==> src/soft_power_pkg.sv <==
// Constants shared by the soft-power wake-event block
package soft_power_pkg;
  // Register indices; byte address is four times the index
  localparam logic [7:0] IDX_ENABLE_FIRST = 8'hb0;
  localparam logic [7:0] IDX_ENABLE_SECOND = 8'hb1;
  localparam logic [7:0] IDX_STATUS_FIRST = 8'hb2;
  localparam logic [7:0] IDX_STATUS_SECOND = 8'hb3;
  localparam logic [7:0] IDX_IRQ_STATUS = 8'hb4;
  localparam logic [7:0] IDX_IRQ_MASK = 8'hb5;
  localparam int ADDR_W = 12;
  // Field positions in the first enable and status registers
  localparam int BIT_RING1 = 0;
  localparam int BIT_RING2 = 1;
  localparam int BIT_KBD = 2;
  localparam int BIT_MOUSE = 3;
  localparam int BIT_GROUP_A = 4;
  localparam int BIT_GROUP_B = 5;
  localparam int BIT_IR_RX = 6;
  // Field positions in the second enable register
  localparam int BIT_STAY_OFF = 4;
  localparam int BIT_POWER_UP = 6;
  localparam int BIT_OFF_ALLOW = 7;
  // Writable bits of both enable registers and wake-enable bits of the second enable register
  localparam logic [7:0] WMASK_ENABLE_FIRST = 8'h7f;
  localparam logic [7:0] WMASK_ENABLE_SECOND = 8'hdb;
  localparam logic [7:0] WAKE_MASK_SECOND = 8'h0b;
  // Reset values
  localparam logic [7:0] RST_ENABLE_FIRST = 8'h00;
  localparam logic [7:0] RST_ENABLE_SECOND = 8'h80;
  localparam logic [7:0] RST_STATUS = 8'h00;
  localparam logic [2:0] RST_IRQ = 3'h0;
  // Interrupt status bits
  localparam int IRQ_WAKE = 0;
  localparam int IRQ_POWER_ON = 1;
  localparam int IRQ_POWER_OFF = 2;
  localparam int IRQ_W = 3;
  // Number of falling-edge latched pins
  localparam int EDGE_N = 5;
  // Bus responses
  localparam logic [1:0] RESP_OKAY = 2'h0;
  localparam logic [1:0] RESP_SLVERR = 2'h2;
endpackage : soft_power_pkg

==> src/wake_edge_if.sv <==
// Pin levels, sticky flags and clear between the edge latch and the top
`timescale 1ns/1ps
`default_nettype none
interface wake_edge_if;
  import soft_power_pkg::*;
  logic [EDGE_N-1:0] pins;
  logic [EDGE_N-1:0] sticky;
  logic clear;
  modport latch (input pins, input clear, output sticky);
  modport ctrl (output pins, output clear, input sticky);
endinterface : wake_edge_if
`default_nettype wire

==> src/soft_power_wake.sv <==
// Soft-power wake status, power-on request and AXI4-Lite registers
//
// The AXI4-Lite interface to the registers is this design's own decision.
`timescale 1ns/1ps
`default_nettype none
module soft_power_wake
  import soft_power_pkg::*;
(
  // Clock and reset
  input wire logic core_clk_i,
  input wire logic rst_n_i,
  // AXI4-Lite write channels
  input wire logic [ADDR_W-1:0] s_axi_awaddr_i,
  input wire logic s_axi_awvalid_i,
  output logic s_axi_awready_o,
  input wire logic [31:0] s_axi_wdata_i,
  input wire logic [3:0] s_axi_wstrb_i,
  input wire logic s_axi_wvalid_i,
  output logic s_axi_wready_o,
  output logic [1:0] s_axi_bresp_o,
  output logic s_axi_bvalid_o,
  input wire logic s_axi_bready_i,
  // AXI4-Lite read channels
  input wire logic [ADDR_W-1:0] s_axi_araddr_i,
  input wire logic s_axi_arvalid_i,
  output logic s_axi_arready_o,
  output logic [31:0] s_axi_rdata_o,
  output logic [1:0] s_axi_rresp_o,
  output logic s_axi_rvalid_o,
  input wire logic s_axi_rready_i,
  // Wake source pins and internal signals
  input wire logic ring_ind_port1_event_i,
  input wire logic ring_ind_port2_event_i,
  input wire logic kbd_line_event_i,
  input wire logic mouse_line_event_i,
  input wire logic ir_rx_line_event_i,
  input wire logic group_int_a_i,
  input wire logic group_int_b_i,
  input wire logic [7:0] wake_second_event_i,
  // Power control
  input wire logic standby_supply_por_i,
  input wire logic button_off_i,
  output logic power_on_request_n_o,
  output logic power_on_request_oe_o,
  // Interrupt
  output logic irq_o
);
  wake_edge_if edge_if ();

  logic [7:0] en1_r;
  logic [7:0] en2_r;
  logic [7:0] status2_r;
  logic [IRQ_W-1:0] irq_stat_r;
  logic [IRQ_W-1:0] irq_mask_r;
  logic irq_r;
  logic pwr_on_r;
  logic pin_level_r;
  logic wake_hit_q;
  // Bus state
  logic awready_r;
  logic wready_r;
  logic aw_hold_r;
  logic w_hold_r;
  logic [ADDR_W-1:0] awaddr_r;
  logic [7:0] wbyte_r;
  logic wstrb0_r;
  logic bvalid_r;
  logic [1:0] bresp_r;
  logic arready_r;
  logic rvalid_r;
  logic [31:0] rdata_r;
  logic [1:0] rresp_r;

  wake_edge_latch u_edge (
    .core_clk_i(core_clk_i),
    .rst_n_i(rst_n_i),
    .edge_if(edge_if)
  );

  // Pin order matches flag order 0..4
  assign edge_if.pins = {ir_rx_line_event_i, mouse_line_event_i, kbd_line_event_i,
                         ring_ind_port2_event_i, ring_ind_port1_event_i};

  // status bit placement; live group levels; read leaves them
  wire [7:0] status1_val = {1'b0, edge_if.sticky[4], group_int_b_i, group_int_a_i,
                            edge_if.sticky[3:0]};

  // Address decode on word index
  wire [7:0] ar_idx = s_axi_araddr_i[9:2];
  wire ar_map = (s_axi_araddr_i[ADDR_W-1:10] == '0) &&
                (ar_idx >= IDX_ENABLE_FIRST) && (ar_idx <= IDX_IRQ_MASK);
  wire [7:0] aw_idx = awaddr_r[9:2];
  wire aw_map = (awaddr_r[ADDR_W-1:10] == '0) &&
                (aw_idx >= IDX_ENABLE_FIRST) && (aw_idx <= IDX_IRQ_MASK);

  // Bus handshakes
  wire aw_take = s_axi_awvalid_i & awready_r;
  wire w_take = s_axi_wvalid_i & wready_r;
  wire wr_do = aw_hold_r & w_hold_r & ~bvalid_r;
  wire ar_take = s_axi_arvalid_i & arready_r;
  wire wr_en = wr_do & aw_map & wstrb0_r;
  wire aw_hold_nxt = (aw_hold_r | aw_take) & ~wr_do;
  wire w_hold_nxt = (w_hold_r | w_take) & ~wr_do;
  wire rvalid_nxt = ar_take | (rvalid_r & ~s_axi_rready_i);

  // Side effects of access
  wire rd_clr1 = ar_take & ar_map & (ar_idx == IDX_STATUS_FIRST);
  wire rd_clr2 = ar_take & ar_map & (ar_idx == IDX_STATUS_SECOND);
  assign edge_if.clear = rd_clr1;
  wire [IRQ_W-1:0] irq_w1c = (wr_en && aw_idx == IDX_IRQ_STATUS) ? wbyte_r[IRQ_W-1:0] : '0;

  // Read data selection
  // first status read; second status read
  wire [7:0] rd_byte = (ar_idx == IDX_ENABLE_FIRST) ? en1_r :
                       (ar_idx == IDX_ENABLE_SECOND) ? en2_r :
                       (ar_idx == IDX_STATUS_FIRST) ? status1_val :
                       (ar_idx == IDX_STATUS_SECOND) ? status2_r :
                       (ar_idx == IDX_IRQ_STATUS) ? {5'h00, irq_stat_r} :
                       (ar_idx == IDX_IRQ_MASK) ? {5'h00, irq_mask_r} : 8'h00;

  // only enabled sources feed the request
  wire wake_hit = |(status1_val & en1_r & WMASK_ENABLE_FIRST) |
                  |(status2_r & en2_r & WAKE_MASK_SECOND);
  // New wake only; a stale flag must not fight a button power-off
  wire wake_rise = wake_hit & ~wake_hit_q;
  wire power_up_bit = en2_r[BIT_POWER_UP];
  wire stay_off_bit = en2_r[BIT_STAY_OFF];
  wire button_off = button_off_i & en2_r[BIT_OFF_ALLOW];

  // Power-on request next state; standby POR has priority
  logic pwr_on_nxt;
  always_comb begin
    pwr_on_nxt = pwr_on_r;
    if (standby_supply_por_i) begin
      if (power_up_bit) begin
        pwr_on_nxt = 1'b1;
      end else if (stay_off_bit) begin
        pwr_on_nxt = 1'b0;
      end
    end else if (wake_rise) begin
      pwr_on_nxt = 1'b1;
    end else if (button_off) begin
      pwr_on_nxt = 1'b0;
    end
  end

  wire [IRQ_W-1:0] irq_set = {pwr_on_r & ~pwr_on_nxt, ~pwr_on_r & pwr_on_nxt, wake_rise};
  // Set beats the write-one clear
  wire [IRQ_W-1:0] irq_stat_nxt = (irq_stat_r & ~irq_w1c) | irq_set;

  // Power request and open-drain pin
  always_ff @(posedge core_clk_i) begin
    if (!rst_n_i) begin
      pwr_on_r <= 1'b0;
      pin_level_r <= 1'b1;
      wake_hit_q <= 1'b0;
    end else begin
      pwr_on_r <= pwr_on_nxt;
      pin_level_r <= ~pwr_on_nxt;
      wake_hit_q <= wake_hit;
    end
  end

  // Enable registers; allow bit resets to one
  always_ff @(posedge core_clk_i) begin
    if (!rst_n_i) begin
      en1_r <= RST_ENABLE_FIRST;
      en2_r <= RST_ENABLE_SECOND;
      irq_mask_r <= RST_IRQ;
    end else if (wr_en) begin
      if (aw_idx == IDX_ENABLE_FIRST) en1_r <= wbyte_r & WMASK_ENABLE_FIRST;
      if (aw_idx == IDX_ENABLE_SECOND) en2_r <= wbyte_r & WMASK_ENABLE_SECOND;
      if (aw_idx == IDX_IRQ_MASK) irq_mask_r <= wbyte_r[IRQ_W-1:0];
    end
  end

  // Second status and interrupt; zero on reset, set wins
  always_ff @(posedge core_clk_i) begin
    if (!rst_n_i) begin
      status2_r <= RST_STATUS;
      irq_stat_r <= RST_IRQ;
      irq_r <= 1'b0;
    end else begin
      status2_r <= wake_second_event_i | (status2_r & ~{8{rd_clr2}});
      irq_stat_r <= irq_stat_nxt;
      irq_r <= |(irq_stat_nxt & irq_mask_r);
    end
  end

  // Write address and data capture, either order
  always_ff @(posedge core_clk_i) begin
    if (!rst_n_i) begin
      aw_hold_r <= 1'b0;
      w_hold_r <= 1'b0;
      awready_r <= 1'b1;
      wready_r <= 1'b1;
      awaddr_r <= '0;
      wbyte_r <= 8'h00;
      wstrb0_r <= 1'b0;
    end else begin
      aw_hold_r <= aw_hold_nxt;
      w_hold_r <= w_hold_nxt;
      awready_r <= ~aw_hold_nxt;
      wready_r <= ~w_hold_nxt;
      if (aw_take) awaddr_r <= s_axi_awaddr_i;
      if (w_take) wbyte_r <= s_axi_wdata_i[7:0];
      if (w_take) wstrb0_r <= s_axi_wstrb_i[0];
    end
  end

  // Write response; unmapped address answers SLVERR
  always_ff @(posedge core_clk_i) begin
    if (!rst_n_i) begin
      bvalid_r <= 1'b0;
      bresp_r <= RESP_OKAY;
    end else if (wr_do) begin
      bvalid_r <= 1'b1;
      bresp_r <= aw_map ? RESP_OKAY : RESP_SLVERR;
    end else if (s_axi_bready_i) begin
      bvalid_r <= 1'b0;
    end
  end

  // Read channel; one read in flight, data frozen while rvalid
  always_ff @(posedge core_clk_i) begin
    if (!rst_n_i) begin
      arready_r <= 1'b1;
      rvalid_r <= 1'b0;
      rdata_r <= 32'h0000_0000;
      rresp_r <= RESP_OKAY;
    end else begin
      arready_r <= ~rvalid_nxt;
      rvalid_r <= rvalid_nxt;
      if (ar_take) begin
        rdata_r <= ar_map ? {24'h000000, rd_byte} : 32'h0000_0000;
        rresp_r <= ar_map ? RESP_OKAY : RESP_SLVERR;
      end
    end
  end

  // Outputs straight from flops
  assign s_axi_awready_o = awready_r;
  assign s_axi_wready_o = wready_r;
  assign s_axi_bvalid_o = bvalid_r;
  assign s_axi_bresp_o = bresp_r;
  assign s_axi_arready_o = arready_r;
  assign s_axi_rvalid_o = rvalid_r;
  assign s_axi_rdata_o = rdata_r;
  assign s_axi_rresp_o = rresp_r;
  assign power_on_request_oe_o = pwr_on_r;
  assign power_on_request_n_o = pin_level_r;
  assign irq_o = irq_r;
endmodule : soft_power_wake
`default_nettype wire

==> src/wake_edge_latch.sv <==
// Falling-edge detectors with sticky flags, cleared by a status read
`timescale 1ns/1ps
`default_nettype none
module wake_edge_latch
  import soft_power_pkg::*;
(
  // Clock and reset
  input wire logic core_clk_i,
  input wire logic rst_n_i,
  // Link to the top
  wake_edge_if.latch edge_if
);
  logic [EDGE_N-1:0] prev_r;
  logic [EDGE_N-1:0] sticky_r;
  logic [EDGE_N-1:0] fall;

  genvar gi;
  generate
    for (gi = 0; gi < EDGE_N; gi++) begin : g_bit
      // High to low on the pin
      assign fall[gi] = prev_r[gi] & ~edge_if.pins[gi];
      // Previous level resets high so a pin that is low out of reset counts as an event
      always_ff @(posedge core_clk_i) begin
        if (!rst_n_i) begin
          prev_r[gi] <= 1'b1;
          sticky_r[gi] <= 1'b0;
        end else begin
          prev_r[gi] <= edge_if.pins[gi];
          // sticky until read; set beats clear
          sticky_r[gi] <= fall[gi] | (sticky_r[gi] & ~edge_if.clear);
        end
      end
    end
  endgenerate

  assign edge_if.sticky = sticky_r;
endmodule : wake_edge_latch
`default_nettype wire
==> config.mk <==
export PLATFORM = sky130hd
export DESIGN_NAME = soft_power_wake
export DESIGN_NICKNAME = d
export VERILOG_FILES = /design/src/soft_power_pkg.sv /design/src/wake_edge_if.sv /design/src/soft_power_wake.sv /design/src/wake_edge_latch.sv
export SDC_FILE = /design/constraint.sdc
export NUM_CORES = 1
export LEC_CHECK = 0
export BUFFER_PORTS_ARGS = -buffer_cell sky130_fd_sc_hd__buf_4
export CORE_MARGIN = 2
export CORE_UTILIZATION = 30
export DETAILED_ROUTE_END_ITERATION = 10
export SLEW_MARGIN = 25
export SYNTH_ARGS = -nofsm -noshare
export SYNTH_HDL_FRONTEND = slang
export SYNTH_SLANG_ARGS = --single-unit
==> constraint.sdc <==
create_clock -name core_clk_i -period 2.2 [get_ports core_clk_i]
set_input_delay 0.55 -clock core_clk_i [delete_from_list [all_inputs] [get_ports core_clk_i]]
set_output_delay 0.55 -clock core_clk_i [all_outputs]
set_load 0.02 [all_outputs]
### Word-level counts from Yosys, hierarchy flattened

Index checks and enable logic that the tools add are counted.

| word-level totals | value |
|---|---|
| flip-flop bits (word level) | 105 |
| input bits | 84 |
| logic and storage cells | 137 |

| cells by class | value |
|---|---|
| eq/ne operators | 10 |
| multiplexer cells | 17 |
| bitwise logic cells | 60 |
| reductions and logical operators | 14 |
| order comparisons | 4 |

Operator list:

| kind | number |
|---|---|
| $eq A8 B8 Y1 const B | 10 |
| $mux W8 | 5 |
| $and A1 B1 Y1 | 27 |
| $ge A8 B8 Y1 const B | 2 |
| $le A8 B8 Y1 const B | 2 |
| $not A1 Y1 | 15 |
| $mux W3 | 3 |
| $or A1 B1 Y1 | 9 |
| $and A8 B8 Y8 | 1 |
| $not A8 Y8 | 1 |
| $or A8 B8 Y8 | 1 |
| $and A7 B7 Y7 | 1 |
| $mux W1 | 7 |
| $reduce_or A7 Y1 | 1 |
| $and A3 B3 Y3 | 2 |
| $reduce_and A2 Y1 | 3 |
| $reduce_or A3 Y1 | 2 |
| $logic_and A1 B1 Y1 | 5 |
| $and A4 B4 Y4 | 1 |
| $logic_not A2 Y1 | 2 |
| $mux W2 | 2 |
| $not A3 Y3 | 1 |
| $or A3 B3 Y3 | 1 |
| $reduce_bool A2 Y1 | 1 |

### Depth between registers and ports, before layout

| depth | value |
|---|---|
| depth after elaboration | 12 |
| mapped depth | 6 |

### By module

A second synthesis with hierarchy kept.

| unflattened totals | value |
|---|---|
| cells, all modules | 389 |
| area, all modules | 3485.8 µm² |

By module, submodules not included:

| module | seq. area each (µm²) | cells each | area each (µm²) | times used |
|---|---|---|---|---|
| soft_power_wake | 1341.3 | 359 | 3154.3 | 1 |
| wake_edge_latch | 200.2 | 30 | 331.6 | 1 |

### Least setup slack after synthesis

OpenSTA, ideal clock, no wires.

| path | value |
|---|---|
| kind | input to register |
| start point | in s_axi_araddr_i[2] |
| end point | reg status2_r[2] |
| cell stages on the path | 5 |
| data required time | 2.072 ns |
| buffers on the path | 2 |
| data arrival time | 1.810 ns |
| path slack | 0.262 ns |
| cells stage by stage | clkbuf_1 -> buf_1 -> o2111ai_1 -> a21oi_1 -> nor2_1 |

| on the way | value |
|---|---|
| cells in the longest elaborated chain, start to end | 8 |

Ends and longest elaborated chain:

| element | RTL line | RTL |
|---|---|---|
| start, declared | soft_power_wake.sv:24 | `input wire logic [ADDR_W-1:0] s_axi_araddr_i,` |
| $ge A8 B8 Y1 | soft_power_wake.sv:91 | `(ar_idx >= IDX_ENABLE_FIRST) && (ar_idx <= IDX_IRQ_MASK);` |
| $logic_and A1 B1 Y1 | soft_power_wake.sv:90 | `wire ar_map = (s_axi_araddr_i[ADDR_W-1:10] == '0) &&` |
| $logic_and A1 B1 Y1 | soft_power_wake.sv:91 |  |
| $and A1 B1 Y1 | soft_power_wake.sv:108 | `wire rd_clr2 = ar_take & ar_map & (ar_idx == IDX_STATUS_SECOND);` |
| $and A1 B1 Y1 (*) | soft_power_wake.sv:108 |  |
| $not A8 Y8 (*) | soft_power_wake.sv:184 | `status2_r <= wake_second_event_i \| (status2_r & ~{8{rd_clr2}});` |
| $and A8 B8 Y8 (*) | soft_power_wake.sv:184 |  |
| $or A8 B8 Y8 (*) | soft_power_wake.sv:184 |  |
| end signal, assigned | soft_power_wake.sv:184 |  |
| end, declared | soft_power_wake.sv:52 | `logic [7:0] status2_r;` |

Mark *: on every way between the ends. The rest lies on a longest branch, timed or not.
A chain may end at the register's enable or synchronous reset.

### Final worst setup path

| path | value |
|---|---|
| start point | reg awaddr_r[5] |
| end point | reg irq_r, in the netlist irq_o |

| on the way | value |
|---|---|
| cells in the longest elaborated chain, start to end | 12 |

Ends and longest elaborated chain:

| element | RTL line | RTL |
|---|---|---|
| start, declared | soft_power_wake.sv:64 | `logic [ADDR_W-1:0] awaddr_r;` |
| start signal, assigned | soft_power_wake.sv:205 | `if (aw_take) awaddr_r <= s_axi_awaddr_i;` |
| $ge A8 B8 Y1 | soft_power_wake.sv:94 | `(aw_idx >= IDX_ENABLE_FIRST) && (aw_idx <= IDX_IRQ_MASK);` |
| $logic_and A1 B1 Y1 | soft_power_wake.sv:93 | `wire aw_map = (awaddr_r[ADDR_W-1:10] == '0) &&` |
| $logic_and A1 B1 Y1 | soft_power_wake.sv:94 |  |
| $and A1 B1 Y1 (2 in series) | soft_power_wake.sv:101 | `wire wr_en = wr_do & aw_map & wstrb0_r;` |
| $logic_and A1 B1 Y1 (*) | soft_power_wake.sv:110 | `wire [IRQ_W-1:0] irq_w1c = (wr_en && aw_idx == IDX_IRQ_STATUS) ? wbyte_r[IRQ_W-1:0] : '0;` |
| $mux W3 (*) | soft_power_wake.sv:110 |  |
| $not A3 Y3 (*) | soft_power_wake.sv:149 | `wire [IRQ_W-1:0] irq_stat_nxt = (irq_stat_r & ~irq_w1c) \| irq_set;` |
| $and A3 B3 Y3 (*) | soft_power_wake.sv:149 |  |
| $or A3 B3 Y3 (*) | soft_power_wake.sv:149 |  |
| $and A3 B3 Y3 (*) | soft_power_wake.sv:186 | `irq_r <= \|(irq_stat_nxt & irq_mask_r);` |
| $reduce_or A3 Y1 (*) | soft_power_wake.sv:186 |  |
| end signal, assigned | soft_power_wake.sv:186 |  |
| end, declared | soft_power_wake.sv:55 | `logic irq_r;` |

Marked as above.

==> results.tsv <==
metric	value	unit
setup.worst_path.start_class	flop	
async_flop_share	0	%
die_h	110	um
clk_path_buf_depth	2	
start_util	31.0	%
h-tree-depth	3	
wl	8060	um
grt_max_degree	23	
syn_avg_cell_area	8.75	um^2
yosysSeqAreaShare	45.4	%
max_cap_violations	0	
rsz0062_at_grt	no	
grt.total_usage	13.7	%
place_congestion	0.860	
dieArea	12200	um^2
num-fill-cells	1117	
io_pins	128	
fin_skew	9.66	ps
worstHoldPathType	in -> reg	
regToRegStartpoint	awaddr_r[5]	
critPathKind	reg -> reg	
synthFlopType	dfxtp_1	
tightest_slew	576	ps
min_from	wake_second_event_i[2]	
io_buffers	70	
nets	542	
worst_ep_required_time	2420	ps
regArea	1540	um^2
rows	38	
utilization	39.3	%
r2r_slack	80	ps
ir_drop	0.000413	V
syn_area	3390	um^2
grt_antenna_before_repair	0	
dr.first_iter.drc_count	117	
route.detailed.drc	0	
ant_nets	0	
power_density	796	nW/um^2
crit_fanout	7	
drive_gt1_share	23.1	%
ys_ff_latch	77	
fin_setup_tns	0	ps
fmax	473	MHz
first_pass_iters	4	
vias	2842	
r2r-end	irq_o	
finalCritPeriodShare	96.2	%
cts-root-buf	clkbuf_16	
slew_headroom	61.6	%
die_w	110	um
setup-violations-final	0	
yosysWarningCount	0	
insertion_delay	340	ps
clkTransAtPathRegs	60	ps
area_growth	26.5	%
grt-ovfl-total	0	
dp_hpwl	6130	um
viasPerCell	4.71	
slew_violations	0	
cts_tree	done	
hold_violations	0	
synthCells	388	
clock-sinks	77	
cp.arrival	2330	ps
period_needed	2120	ps
min_path_cells	3	
antenna_cells	0	
design.core.area	10900	um^2
post_cts_buffers	0	
endpoint_kind	flop	
multiInputGateArea	1620	um^2
outcome	completed	
ff2ff_path_depth	5	
holdPathEnd	status2_r[2]	
first_global_vias	2654	
grt_pass1_wl	12600	um
cts_made_buffers	9	
power.leakage	1.84	nW
hold_ws	418	ps
synth_cell_type_count	53	
post_drt_wl_per_cell	13.4	um
synth_edf_count	0	
[registers in the layout, indices dropped and copies added, names as in the netlist]
name                   cells
s_axi_bvalid_o             1
u_edge.prev_r              5
aw_hold_r                  1
wbyte_r                    8
s_axi_wready_o             1
en2_r                      6
u_edge.edge_if.sticky      5
s_axi_bresp_o              1
irq_mask_r                 3
wstrb0_r                   1
s_axi_rdata_o              8
s_axi_arready_o            1
power_on_request_n_o       1
irq_o                      1
s_axi_rvalid_o             1
en1_r                      7
wake_hit_q                 1
power_on_request_oe_o      1
s_axi_rresp_o              1
awaddr_r                  10
w_hold_r                   1
status2_r                  8
s_axi_awready_o            1
irq_stat_r                 3
[metrics by stage]
step                      total power, mW  setup WS, ps  instance area (um^2)  std cells
after floorplan                      1.77           262                  3490        413
after global placement               1.88           132                  3980        587
after detailed placement             1.89          95.5                  3980        587
after CTS                            3.45          56.8                  4300        603
after global routing                 3.55          13.6                  4300        603
final                                3.42          83.7                  4300        603
[cell type report]
class | instances | area share [%]
multi-input combinational | 277 | 37.8
sequential | 77 | 35.9
timing repair buffer | 77 | 13.5
clock buffer | 11 | 5.42
tap | 140 | 4.08
clock inverter | 5 | 1.98
inverter | 16 | 1.40
[kinds of logic after synthesis]
family | synth area share (%)
AOI/OAI and AO/OA | 19.3
buffers and inverters | 9.55
DFF | 45.4
muxes | 6.38
other | 0.110
and+or+nand+nor | 19.2
[synth_stat cells (2+ instances only)]
master / n / area (um^2)
nor2_1: 24 / 90.1
mux2i_1: 16 / 160
clkbuf_1: 12 / 45.0
mux2_2: 5 / 56.3
nand3b_1: 2 / 15.0
nor2b_1: 3 / 18.8
a32o_1: 3 / 30.0
a21oi_1: 33 / 165
inv_1: 16 / 60.1
nor3b_1: 2 / 15.0
a22o_1: 8 / 70.1
nand3_1: 10 / 50.1
nor4_1: 2 / 12.5
buf_4: 27 / 203
a22oi_1: 10 / 75.1
o21a_1: 4 / 30.0
nand2_1: 62 / 233
nor3_1: 3 / 15.0
dfxtp_1: 77 / 1540
nand4b_1: 2 / 17.5
and2_2: 2 / 15.0
a31oi_1: 2 / 12.5
a211oi_1: 3 / 22.5
nand2b_1: 7 / 43.8
and2_1: 5 / 31.3
o21ai_0: 18 / 90.1
a311o_1: 2 / 20.0
buf_1: 3 / 11.3
[cells in the final DEF (no fill, tap or decap), types with 3 or more instances in the layout]
| cell | count |
|---|---|
| dfxtp_1 | 77 |
| a21oi_1 | 33 |
| a22oi_1 | 10 |
| nand3_1 | 10 |
| a32o_1 | 3 |
| mux2i_1 | 16 |
| nand2_1 | 62 |
| a211oi_1 | 3 |
| nor3_1 | 3 |
| nor2b_1 | 3 |
| and2_1 | 5 |
| o21ai_0 | 18 |
| buf_4 | 77 |
| mux2_2 | 5 |
| inv_1 | 16 |
| nand2b_1 | 7 |
| clkbuf_16 | 9 |
| o21a_1 | 4 |
| conb_1 | 26 |
| nor2_1 | 24 |
| a22o_1 | 8 |
[repair_timing]
action	CTS	global route
hold buffers	0	0
setup endpoints to repair	0	1
resized for setup	0	0
[critical path, stage by stage, from the launching register on]
cell and delay, ps:
dfxtp_1 350, or4b_4 560, a211oi_4 330, a311o_1 250
o311ai_0 200, a311o_1 320
[report_power, final]
part           leakage, nW  switching [mW]  internal, mW
registers            0.632          0.0535          1.46
clock network        0.150           0.567         0.997
logic                 1.06           0.193         0.148
total                 1.84           0.814          2.61
[layer usage]
metal  vias up  GRT usage [%]  share of wire [%]
met5         -              0                  0
met4         0           7.50                2.8
met3        16           2.53                5.9
met2        98           22.2                 45
met1      1285           17.3                 46
li1       1443              -                  -
[worst max path at each step]
stage	startpoint	to	cells after the start
after floorplan	s_axi_araddr_i[2]	status2_r[2]	5
after global placement	awaddr_r[5]	irq_o	5
after detailed placement	s_axi_araddr_i[5]	status2_r[7]	7
after CTS	awaddr_r[5]	irq_o	5
after global routing	awaddr_r[5]	irq_o	5
final	awaddr_r[5]	irq_o	5
Note: power is estimated with default switching activity, not from simulation.
